[src/shared/dpram_host_pkg.sv]
// Constants for the dual-port RAM port controller
package dpram_host_pkg;
	localparam int ADDR_W = 10;
	localparam int DATA_W = 8;
	localparam logic [9:0] MAILBOX_RIGHT = 10'h3FF;
	localparam logic [9:0] MAILBOX_LEFT = 10'h3FE;
	localparam int CLK_PERIOD_NS = 10;
	// Timing figures in ns
	localparam int WRITE_TURNOFF_DELAY_NS = 13;
	localparam int WRITE_DATA_SETUP_NS = 13;
	localparam int MIN_WRITE_PULSE_WIDTH_NS = 15;
	localparam int BUSY_FROM_MATCH_DELAY_NS = 20;
	localparam int READ_ACCESS_NS = 20;
	localparam int PULSE_NS = (MIN_WRITE_PULSE_WIDTH_NS > WRITE_TURNOFF_DELAY_NS +
		WRITE_DATA_SETUP_NS) ? MIN_WRITE_PULSE_WIDTH_NS :
		WRITE_TURNOFF_DELAY_NS + WRITE_DATA_SETUP_NS;
	// Least times round up to cycles
	localparam int WRITE_PULSE_CYC = (PULSE_NS + CLK_PERIOD_NS - 1) / CLK_PERIOD_NS;
	localparam int EXTEND_CYC = (MIN_WRITE_PULSE_WIDTH_NS + CLK_PERIOD_NS - 1) / CLK_PERIOD_NS;
	localparam int MATCH_CYC = (BUSY_FROM_MATCH_DELAY_NS + CLK_PERIOD_NS - 1) / CLK_PERIOD_NS;
	localparam int READ_CYC = (READ_ACCESS_NS + CLK_PERIOD_NS - 1) / CLK_PERIOD_NS;
	// Depth of the read data synchroniser
	localparam int SYNC_CYC = 2;
	localparam int CNT_W = 4;
	localparam logic [3:0] CNT_ZERO = 4'h0;
	localparam logic [3:0] CNT_ONE = 4'h1;
	typedef enum logic [2:0] {
		ST_IDLE,
		ST_SETUP,
		ST_STROBE,
		ST_WAIT_BUSY,
		ST_EXTEND,
		ST_DONE
	} state_type;
endpackage

[src/rtl/dpram_port_host.sv]
// Controller driving one port of the arbitrated dual-port RAM
// Overview of operation
// RQ1: During reads the write strobe stays high throughout.
// RQ2: Address is driven before or with chip select falling.
// RQ3: Device keeps data outputs off when select falls with or after strobe.
// RQ4: Strobe with output enable low lasts turn-off plus setup, or minimum width.
// RQ5: Device writes only while select and strobe are both low.
// RQ6: Device holds 1024 bytes reachable from both ports.
// RQ7: 3FF is the right mailbox, 3FE the left mailbox.
// RQ8: Writing the opposite mailbox asserts the owner's interrupt.
// RQ9: Owner reading its mailbox clears its interrupt.
// RQ10: Contention only when same address and both selects active.
// RQ11: First arriving port wins; leading by setup interval guarantees it.
// RQ12: Near-simultaneous requests still give exactly one winner.
// RQ13: Loser gets busy; only the master drives busy.
// RQ14: Both reads proceed with valid data; loser still sees busy.
// RQ15: Winner reads valid data; loser's write is blocked.
// RQ16: Winner's write completes; loser's read data may be mixed.
// RQ17: Both writing: winner completes, loser's write is blocked.
// RQ18: On busy, wait for release then extend the operation one more cycle; code extends writes 2 cycles, reads 4.
// RQ19: Written data flows through to a reader of the same address.
// RQ20: Loser holding strobe a minimum width after busy release writes successfully.
// RQ21: Only one master with any number of slaves in parallel.
// RQ22: Slave write strobes delayed by at least the busy-from-match delay.
// RQ23: Slave busy pins are inputs from the master's busy outputs.
// RQ24: Busy and interrupt are active low and held until cleared.
`timescale 1ns/100ps
`default_nettype none
module dpram_port_host
	import dpram_host_pkg::*;
(
	input wire logic clk_i,
	input wire logic sys_rst_i,
	// User request side
	input wire logic req_valid_i,
	input wire logic req_write_i,
	input wire logic [ADDR_W-1:0] req_addr_i,
	input wire logic [DATA_W-1:0] req_wdata_i,
	output logic req_ready_o,
	output logic rsp_valid_o,
	output logic [DATA_W-1:0] rsp_rdata_o,
	output logic rsp_busy_seen_o,
	output logic mail_pending_o,
	// RAM port pins
	output logic [ADDR_W-1:0] ram_addr_o,
	output logic ram_select_n_o,
	output logic ram_write_n_o,
	output logic ram_output_en_n_o,
	input wire logic [DATA_W-1:0] ram_data_i,
	output logic [DATA_W-1:0] ram_data_o,
	output logic ram_data_oe_n_o,
	input wire logic ram_busy_n_i,
	input wire logic ram_int_n_i
);
	state_type state_reg, state_next;
	logic [CNT_W-1:0] cnt_reg, cnt_next;
	logic write_reg, write_next;
	logic busy_seen_reg, busy_seen_next;
	logic [ADDR_W-1:0] addr_reg, addr_next;
	logic [DATA_W-1:0] wdata_reg, wdata_next;
	logic [DATA_W-1:0] rdata_reg, rdata_next;
	logic rsp_valid_reg, rsp_valid_next;
	logic [DATA_W-1:0] din_meta_reg, din_sync_reg;
	logic busy_meta_reg, busy_sync_reg;
	logic int_meta_reg, int_sync_reg;

	function automatic logic [CNT_W-1:0] cyc(input int n);
		cyc = n[CNT_W-1:0];
	endfunction

	// Read strobe covers the access time and the data synchroniser
	function automatic logic [CNT_W-1:0] read_count();
		read_count = cyc(READ_CYC) + cyc(SYNC_CYC);
	endfunction

	// Phase counter helpers
	function automatic logic count_running(input logic [CNT_W-1:0] c);
		count_running = c > CNT_ONE;
	endfunction

	function automatic logic [CNT_W-1:0] count_down(input logic [CNT_W-1:0] c);
		count_down = c - CNT_ONE;
	endfunction

	function automatic logic [CNT_W-1:0] count_up(input logic [CNT_W-1:0] c);
		count_up = c + CNT_ONE;
	endfunction

	// Pin synchronisers
	always_ff @(posedge clk_i) begin
		if (sys_rst_i) begin
			din_meta_reg <= 8'h00;
			din_sync_reg <= 8'h00;
			busy_meta_reg <= 1'b1;
			busy_sync_reg <= 1'b1;
			int_meta_reg <= 1'b1;
			int_sync_reg <= 1'b1;
		end else begin
			din_meta_reg <= ram_data_i;
			din_sync_reg <= din_meta_reg;
			busy_meta_reg <= ram_busy_n_i; // RQ23
			busy_sync_reg <= busy_meta_reg;
			int_meta_reg <= ram_int_n_i;
			int_sync_reg <= int_meta_reg;
		end
	end

	always_comb begin
		state_next = state_reg;
		cnt_next = cnt_reg;
		write_next = write_reg;
		busy_seen_next = busy_seen_reg;
		addr_next = addr_reg;
		wdata_next = wdata_reg;
		rdata_next = rdata_reg;
		rsp_valid_next = 1'b0;
		case (state_reg)
			ST_IDLE: begin
				if (req_valid_i) begin
					addr_next = req_addr_i;
					wdata_next = req_wdata_i;
					write_next = req_write_i;
					busy_seen_next = 1'b0;
					state_next = ST_SETUP;
				end
			end
			// Address settles with select low; write waits out the match delay
			ST_SETUP: begin
				if (!write_reg) begin
					cnt_next = read_count(); // RQ2
					state_next = ST_STROBE;
				end else if (count_up(cnt_reg) >= cyc(MATCH_CYC)) begin // RQ22
					cnt_next = cyc(WRITE_PULSE_CYC); // RQ4
					state_next = ST_STROBE;
				end else begin
					cnt_next = count_up(cnt_reg);
				end
			end
			ST_STROBE: begin
				if (!busy_sync_reg) begin
					busy_seen_next = 1'b1; // RQ13
				end
				if (count_running(cnt_reg)) begin
					cnt_next = count_down(cnt_reg);
				end else if (!busy_sync_reg || busy_seen_reg) begin
					state_next = ST_WAIT_BUSY; // RQ18
				end else begin
					rdata_next = din_sync_reg;
					state_next = ST_DONE;
				end
			end
			ST_WAIT_BUSY: begin
				if (busy_sync_reg) begin
					cnt_next = write_reg ? cyc(EXTEND_CYC) : read_count(); // RQ20
					state_next = ST_EXTEND;
				end
			end
			ST_EXTEND: begin
				if (!busy_sync_reg) begin
					state_next = ST_WAIT_BUSY;
				end else if (count_running(cnt_reg)) begin
					cnt_next = count_down(cnt_reg);
				end else begin
					rdata_next = din_sync_reg; // RQ18
					state_next = ST_DONE;
				end
			end
			ST_DONE: begin
				rsp_valid_next = 1'b1;
				cnt_next = CNT_ZERO;
				state_next = ST_IDLE;
			end
			default: begin
				state_next = ST_IDLE;
			end
		endcase
	end

	always_ff @(posedge clk_i) begin
		if (sys_rst_i) begin
			state_reg <= ST_IDLE;
			cnt_reg <= CNT_ZERO;
			write_reg <= 1'b0;
			busy_seen_reg <= 1'b0;
			addr_reg <= 10'h000;
			wdata_reg <= 8'h00;
			rdata_reg <= 8'h00;
			rsp_valid_reg <= 1'b0;
		end else begin
			state_reg <= state_next;
			cnt_reg <= cnt_next;
			write_reg <= write_next;
			busy_seen_reg <= busy_seen_next;
			addr_reg <= addr_next;
			wdata_reg <= wdata_next;
			rdata_reg <= rdata_next;
			rsp_valid_reg <= rsp_valid_next;
		end
	end

	// Phase decode of the state
	logic active;
	logic strobing;
	logic read_op;
	logic write_op;
	assign active = (state_reg != ST_IDLE) && (state_reg != ST_DONE);
	assign strobing = (state_reg == ST_STROBE) || (state_reg == ST_WAIT_BUSY) ||
		(state_reg == ST_EXTEND);
	assign read_op = active && !write_reg;
	assign write_op = active && write_reg;

	// Status toward the user
	assign req_ready_o = (state_reg == ST_IDLE);
	assign rsp_valid_o = rsp_valid_reg;
	assign rsp_rdata_o = rdata_reg;
	assign rsp_busy_seen_o = busy_seen_reg;
	assign mail_pending_o = !int_sync_reg; // RQ24

	// Pin drive toward the RAM
	assign ram_addr_o = addr_reg;
	assign ram_select_n_o = !active; // RQ2
	assign ram_write_n_o = !(write_reg && strobing); // RQ1
	assign ram_output_en_n_o = !read_op;
	assign ram_data_o = wdata_reg;
	assign ram_data_oe_n_o = !write_op; // RQ4
endmodule // dpram_port_host
`default_nettype wire

[config.mk]
export PLATFORM = sky130hd
export DESIGN_NAME = dpram_port_host
export DESIGN_NICKNAME = d
export VERILOG_FILES = /design/src/shared/dpram_host_pkg.sv /design/src/rtl/dpram_port_host.sv
export SDC_FILE = /design/constraint.sdc
export NUM_CORES = 1
export LEC_CHECK = 0
export ABC_CLOCK_PERIOD_IN_PS = 2700
export BUFFER_PORTS_ARGS = -buffer_cell sky130_fd_sc_hd__buf_2
export CAP_MARGIN = 25
export CORE_UTILIZATION = 50
export DETAILED_ROUTE_END_ITERATION = 7
export HOLD_SLACK_MARGIN = 0.03
export PLACE_DENSITY = 0.78
export SLEW_MARGIN = 20
export SYNTH_ARGS = -nofsm -noshare
export SYNTH_HDL_FRONTEND = slang
export SYNTH_SLANG_ARGS = --single-unit
[constraint.sdc]
create_clock -name clk_i -period 2.7 [get_ports clk_i]
set_clock_uncertainty 0.1 [all_clocks]
set_input_delay 0.135 -clock clk_i [delete_from_list [all_inputs] [get_ports clk_i]]
set_output_delay 0.135 -clock clk_i [all_outputs]
set_load 0.1 [all_outputs]
Word-level counts from Yosys, hierarchy flattened
Cells that the tools add are included.
- $add $sub $neg: 2
- $mul: 0
- divide/modulo/power cells: 0
- magnitude comparators: 2
- eq/ne operators: 15
- shifts and indexed selects: 0
- muxes and demuxes: 25
- bitwise operators: 0
- reductions and logical operators: 24
- operators with widths (operator ; number):
    8-bit two-way mux ; 4
    3-bit two-way mux ; 9
    4-bit two-way mux ; 5
    4-bit case mux with 5 select lines ; 1
    8-bit case mux with 2 select lines ; 1
    3-bit case mux with 5 select lines ; 1
    2-bit != test, second input constant ; 7
    5-bit AND reduction ; 2
    3-bit != test, second input constant ; 3
    1-bit logical NOT ; 7
    3-bit by 2-bit equality test with 1-bit output, second input constant ; 2
    3-bit equality test, second input constant ; 2
    3-bit AND reduction ; 2
    5-bit nonzero test ; 1
    4-bit by 1-bit adder with 4-bit output, second input constant ; 1
    4-bit by 2-bit greater-or-equal comparator with 1-bit output, second input constant ; 1
    4-bit by 1-bit > comparator with 1-bit output, second input constant ; 1
    1-bit logical AND ; 4
    2-bit nonzero test ; 2
    4-bit by 1-bit subtractor with 4-bit output, second input constant ; 1
    3-bit by 1-bit equality test with 1-bit output, second input constant ; 1
    3-bit logical NOT ; 1
    1-bit logical OR ; 3
    1-bit two-way mux ; 3
    other kinds (3) ; 3
- bits in registers: 56
- bits in latches: 0
- RAM bits: 0
- bits in read-only memories: 0
- input bits: 32
- output and inout bits: 34
- word-level logic and storage cells: 82
- memories: 0

Longest topological paths before layout
- depth in word-level cells: 5
- gate-level depth with buffers: 8
- gate-level depth less buffers: 7

Worst setup path after synthesis
No wires, ideal clock.
- path type: register -> register
- start: register state_reg[1]
- end: register addr_reg[2], in the netlist ram_addr_o[2]
- setup time: 0.132 ns
- arrival time: 3.745 ns
- data required time: 2.468 ns
- setup slack: -1.277 ns
- cell stages (with the launch flop): 7
- buffers on the path: 2
- period minus slack after synthesis: 3.977 ns
- cells stage by stage: dfxtp_1 clkbuf_1 nor3_1 nand2_1 buf_2 nand2_1 a21oi_1
- cells in the longest elaborated chain, start to end: 2
- ends and longest elaborated chain (element ; line ; source):
    start, declared ; dpram_port_host.sv:55 ; state_type state_reg, state_next;
    start signal, assigned ; dpram_port_host.sv:190 ; state_reg <= state_next;
    3-bit logical NOT ; - ;
    named net req_ready_o ; dpram_port_host.sv:39 ; output logic req_ready_o,
    2-bit AND reduction (no line) ; - ;
    end signal, assigned ; dpram_port_host.sv:194 ; addr_reg <= addr_next;
    end, declared ; dpram_port_host.sv:59 ; logic [ADDR_W-1:0] addr_reg, addr_next;
The timed path passes the listed nets, and every way through them passes these cells.
A chain may end at the register's enable or synchronous reset.

Worst setup path after layout
- start: register cnt_reg[0]
- end: register rdata_reg[5], in the netlist rsp_rdata_o[5]
- cells in the longest elaborated chain, start to end: 3
- elaborated cells between the ends (all ways): 4
- classes of those cells: order compare (1); eq/ne (2); reduce/logical (1)
- ends and longest elaborated chain (element ; line ; source):
    start, declared ; dpram_port_host.sv:56 ; logic [CNT_W-1:0] cnt_reg, cnt_next;
    start signal, assigned ; dpram_port_host.sv:191 ; cnt_reg <= cnt_next;
    4-bit by 1-bit > comparator with 1-bit output * ; dpram_port_host.sv:78 ; count_running = c > CNT_ONE;
    2-bit != test (no line) ; - ;
    5-bit AND reduction (no line) * ; - ;
    end signal, assigned ; dpram_port_host.sv:196 ; rdata_reg <= rdata_next;
    end, declared ; dpram_port_host.sv:61 ; logic [DATA_W-1:0] rdata_reg, rdata_next;
Every way passes the cells marked *; elsewhere a longest branch is shown, timed or not.

==> impl_metrics.json <==
{
  "yosysTopAreaCellShare_pct": 51.2,
  "wl_um": 4970,
  "grt_usage_pct": 23.3,
  "vias_per_cell": 5.11,
  "ys.warnings.count": 0,
  "period_minus_slack_ns": 2.23,
  "rsz0062_at_grt": "no",
  "start_kind": "register",
  "max_slew.worst_pin.slew_ns": 0.710,
  "core_um2": 4090,
  "grt_pass1_wl_um": 8070,
  "post-route-drc-count": 0,
  "cts_tree": "done",
  "setup_viol": 0,
  "p_leak_nw": 1.32,
  "num-fill-cells": 305,
  "worst-endpoint-arrival_ns": 2.33,
  "clk_path_buf_depth": 2,
  "hpwl_um": 3030,
  "synthesis.nets": 285,
  "fmax_mhz": 448,
  "fin_crit_sh_pct": 82.8,
  "firstDrtPassIters": 4,
  "power_mw": 2.99,
  "cp.required_ns": 2.80,
  "globalplace.congestion": 0.872,
  "synthAdderAreaFrac_pct": 2.86,
  "powerDensity_nw_per_um2": 1030,
  "cts_made_buffers": 5,
  "ir_drop_v": 0.000656,
  "hp-class": "input port to register",
  "syn_to_final_growth_pct": 32.3,
  "grt_pass1_vias": 1836,
  "synth_top_family_by_area": "simple AND/OR/NAND/NOR gates",
  "clock-sinks": 56,
  "synth_mux_area_share_pct": 4.12,
  "cts_setup_buffers": 0,
  "die_h_um": 68.2,
  "grt_overflow": 0,
  "antenna_found_initial": 0,
  "ioPinCount": 66,
  "synth_seq_cells": 56,
  "fin_ws_ns": 0.466,
  "postCtsResizedCells": 0,
  "yosys.area_share.simple_pct": 21.6,
  "die_area_um2": 4650,
  "synthesis.area_um2": 2190,
  "crit_path_end_kind": "register",
  "max_cap_viol_count": 0,
  "r2r_cells": 7,
  "final_hold_viol_count": 0,
  "dieWidth_um": 68.2,
  "synth_xor_area_share_pct": 0.800,
  "pre_cts_ws_ns": 0.458,
  "wl_per_cell_um": 12.9,
  "netlist-cell-type-count": 43,
  "grt_max_degree": 31,
  "synth.area.top_cells": "dfxtp_1 (51%), nand2_1 (7.4%), a21oi_1 (5.7%), nor2b_1 (4.9%), mux2i_1 (4.1%)",
  "synthArstFlopShare_pct": 0,
  "initialDrtViolationCount": 137,
  "port_buffers": 65,
  "row_count": 23,
  "final_antenna_net_count": 0,
  "synth_compound_area_share_pct": 14.9,
  "vias": 1967,
  "yosys-top-cells-count": "dfxtp_1 (56), nand2_1 (43), a21oi_1 (25), nor2_1 (19), nor2b_1 (17)",
  "crit_fanout": 10,
  "ys.flop_type": "dfxtp_1",
  "hold-path-cell-count": 2,
  "antenna_cells": 0,
  "initial_core_util_pct": 53.6,
  "status": "complete, no violations",
  "relSlewSlack_pct": 52.7,
  "synth_edf_count": 0,
  "cts_hold_buf": 29,
  "critical_path_class": "register to register",
  "synth_top_area_cell": "dfxtp_1",
  "cts.reportedPaths.clkPinSlew_ns": 0.10,
  "synth_area_per_cell_um2": 8.82,
  "yosysSeqAreaShare_pct": 51.2,
  "clockRootBuffer": "clkbuf_8",
  "largest_reg_flops": 10,
  "postSynthCellCount": 248,
  "clk_latency_ns": 0.30,
  "final_nets": 371,
  "drv_slew": 0,
  "final_layout_size_suffix_gt1_share_pct": 24.2,
  "synth.most_common_cell": "dfxtp_1",
  "cts_max_level": 2
}
==> final timing paths <==
path | slack [ns] | endpoint | start
hold / removal | 0.18 | rsp_rdata_o[1] | sys_rst_i
setup / recovery | 0.47 | rsp_rdata_o[5] | cnt_reg[0]
hold reg to reg | 0.32 | int_sync_reg | int_meta_reg
setup reg to reg | 0.47 | rsp_rdata_o[5] | cnt_reg[0]
==> power by group <==
| group | total, mW | switching (mW) | leakage, nW | internal [mW] |
|---|---|---|---|---|
| sequential | 1.07 | 0.132 | 0.459 | 0.933 |
| clock | 0.447 | 0.262 | 0.0456 | 0.185 |
| combinational | 1.48 | 1.13 | 0.811 | 0.347 |
==> per-stage QoR <==
step,area [um^2],instances,hold WS (ns),setup TNS [ns],utilization (%)
after global routing,2900,385,0.189,0,70.9
after detailed placement,2520,348,0.230,0,61.6
after CTS,2900,385,0.172,0,70.9
after global placement,2520,348,0.218,0,61.6
after floorplan,2200,248,0.139,-1.71,-
final,2900,385,0.179,0,70.9
==> layer usage <==
| metal | global-route usage, % | vias to the layer above | part of all wire [%] |
|---|---|---|---|
| li1 | - | 1003 | - |
| met1 | 28.3 | 896 | 43 |
| met2 | 40.0 | 62 | 50 |
| met3 | 6.83 | 6 | 6.1 |
| met4 | 5.99 | 0 | 0.86 |
| met5 | 0 | - | 0 |
==> final cells by class <==
cell class              count  area [um^2]  share of cell area, %
clock buffers               6         72.6                   2.51
clock inverters             2         13.8                  0.475
inverters                   7         26.3                  0.908
multi-input cells         169          976                   33.7
flip-flops and latches     56         1120                   38.7
well taps                  50         62.6                   2.16
repair buffers             95          623                   21.5
==> worst max-delay path, cell delays in order (launching register included) <==
cell and delay [ns]:
dfxtp_1 0.40, inv_1 0.09, ha_1 0.18, nor2_1 0.07, nor3_1 0.31, nand4b_1 0.56, mux2i_1 0.35, nor2_1 0.05
==> cells in the final DEF (no fill, tap or decap), types with 2 or more instances in the layout <==
cell type and instances:
a211o_1 2, a21oi_1 25, a31oi_1 2, buf_2 65, clkbuf_8 5, dfxtp_1 56, dlygate4sd3_1 29, ha_1 5
inv_1 7, mux2i_1 9, nand2_1 43, nand2b_1 2, nor2_1 18, nor2b_1 17, nor3_1 3, o21ai_0 9
o21ai_1 2, or2_2 5
==> cell families after synthesis <==
logic type,Yosys count
and+or+nand+nor,99
xor gates and xnor gates,2
AOI/OAI and AO/OA,54
adders and majority gates,5
DFF,56
buffers and inverters,23
muxes,9
(Power assumes the default switching activity.)
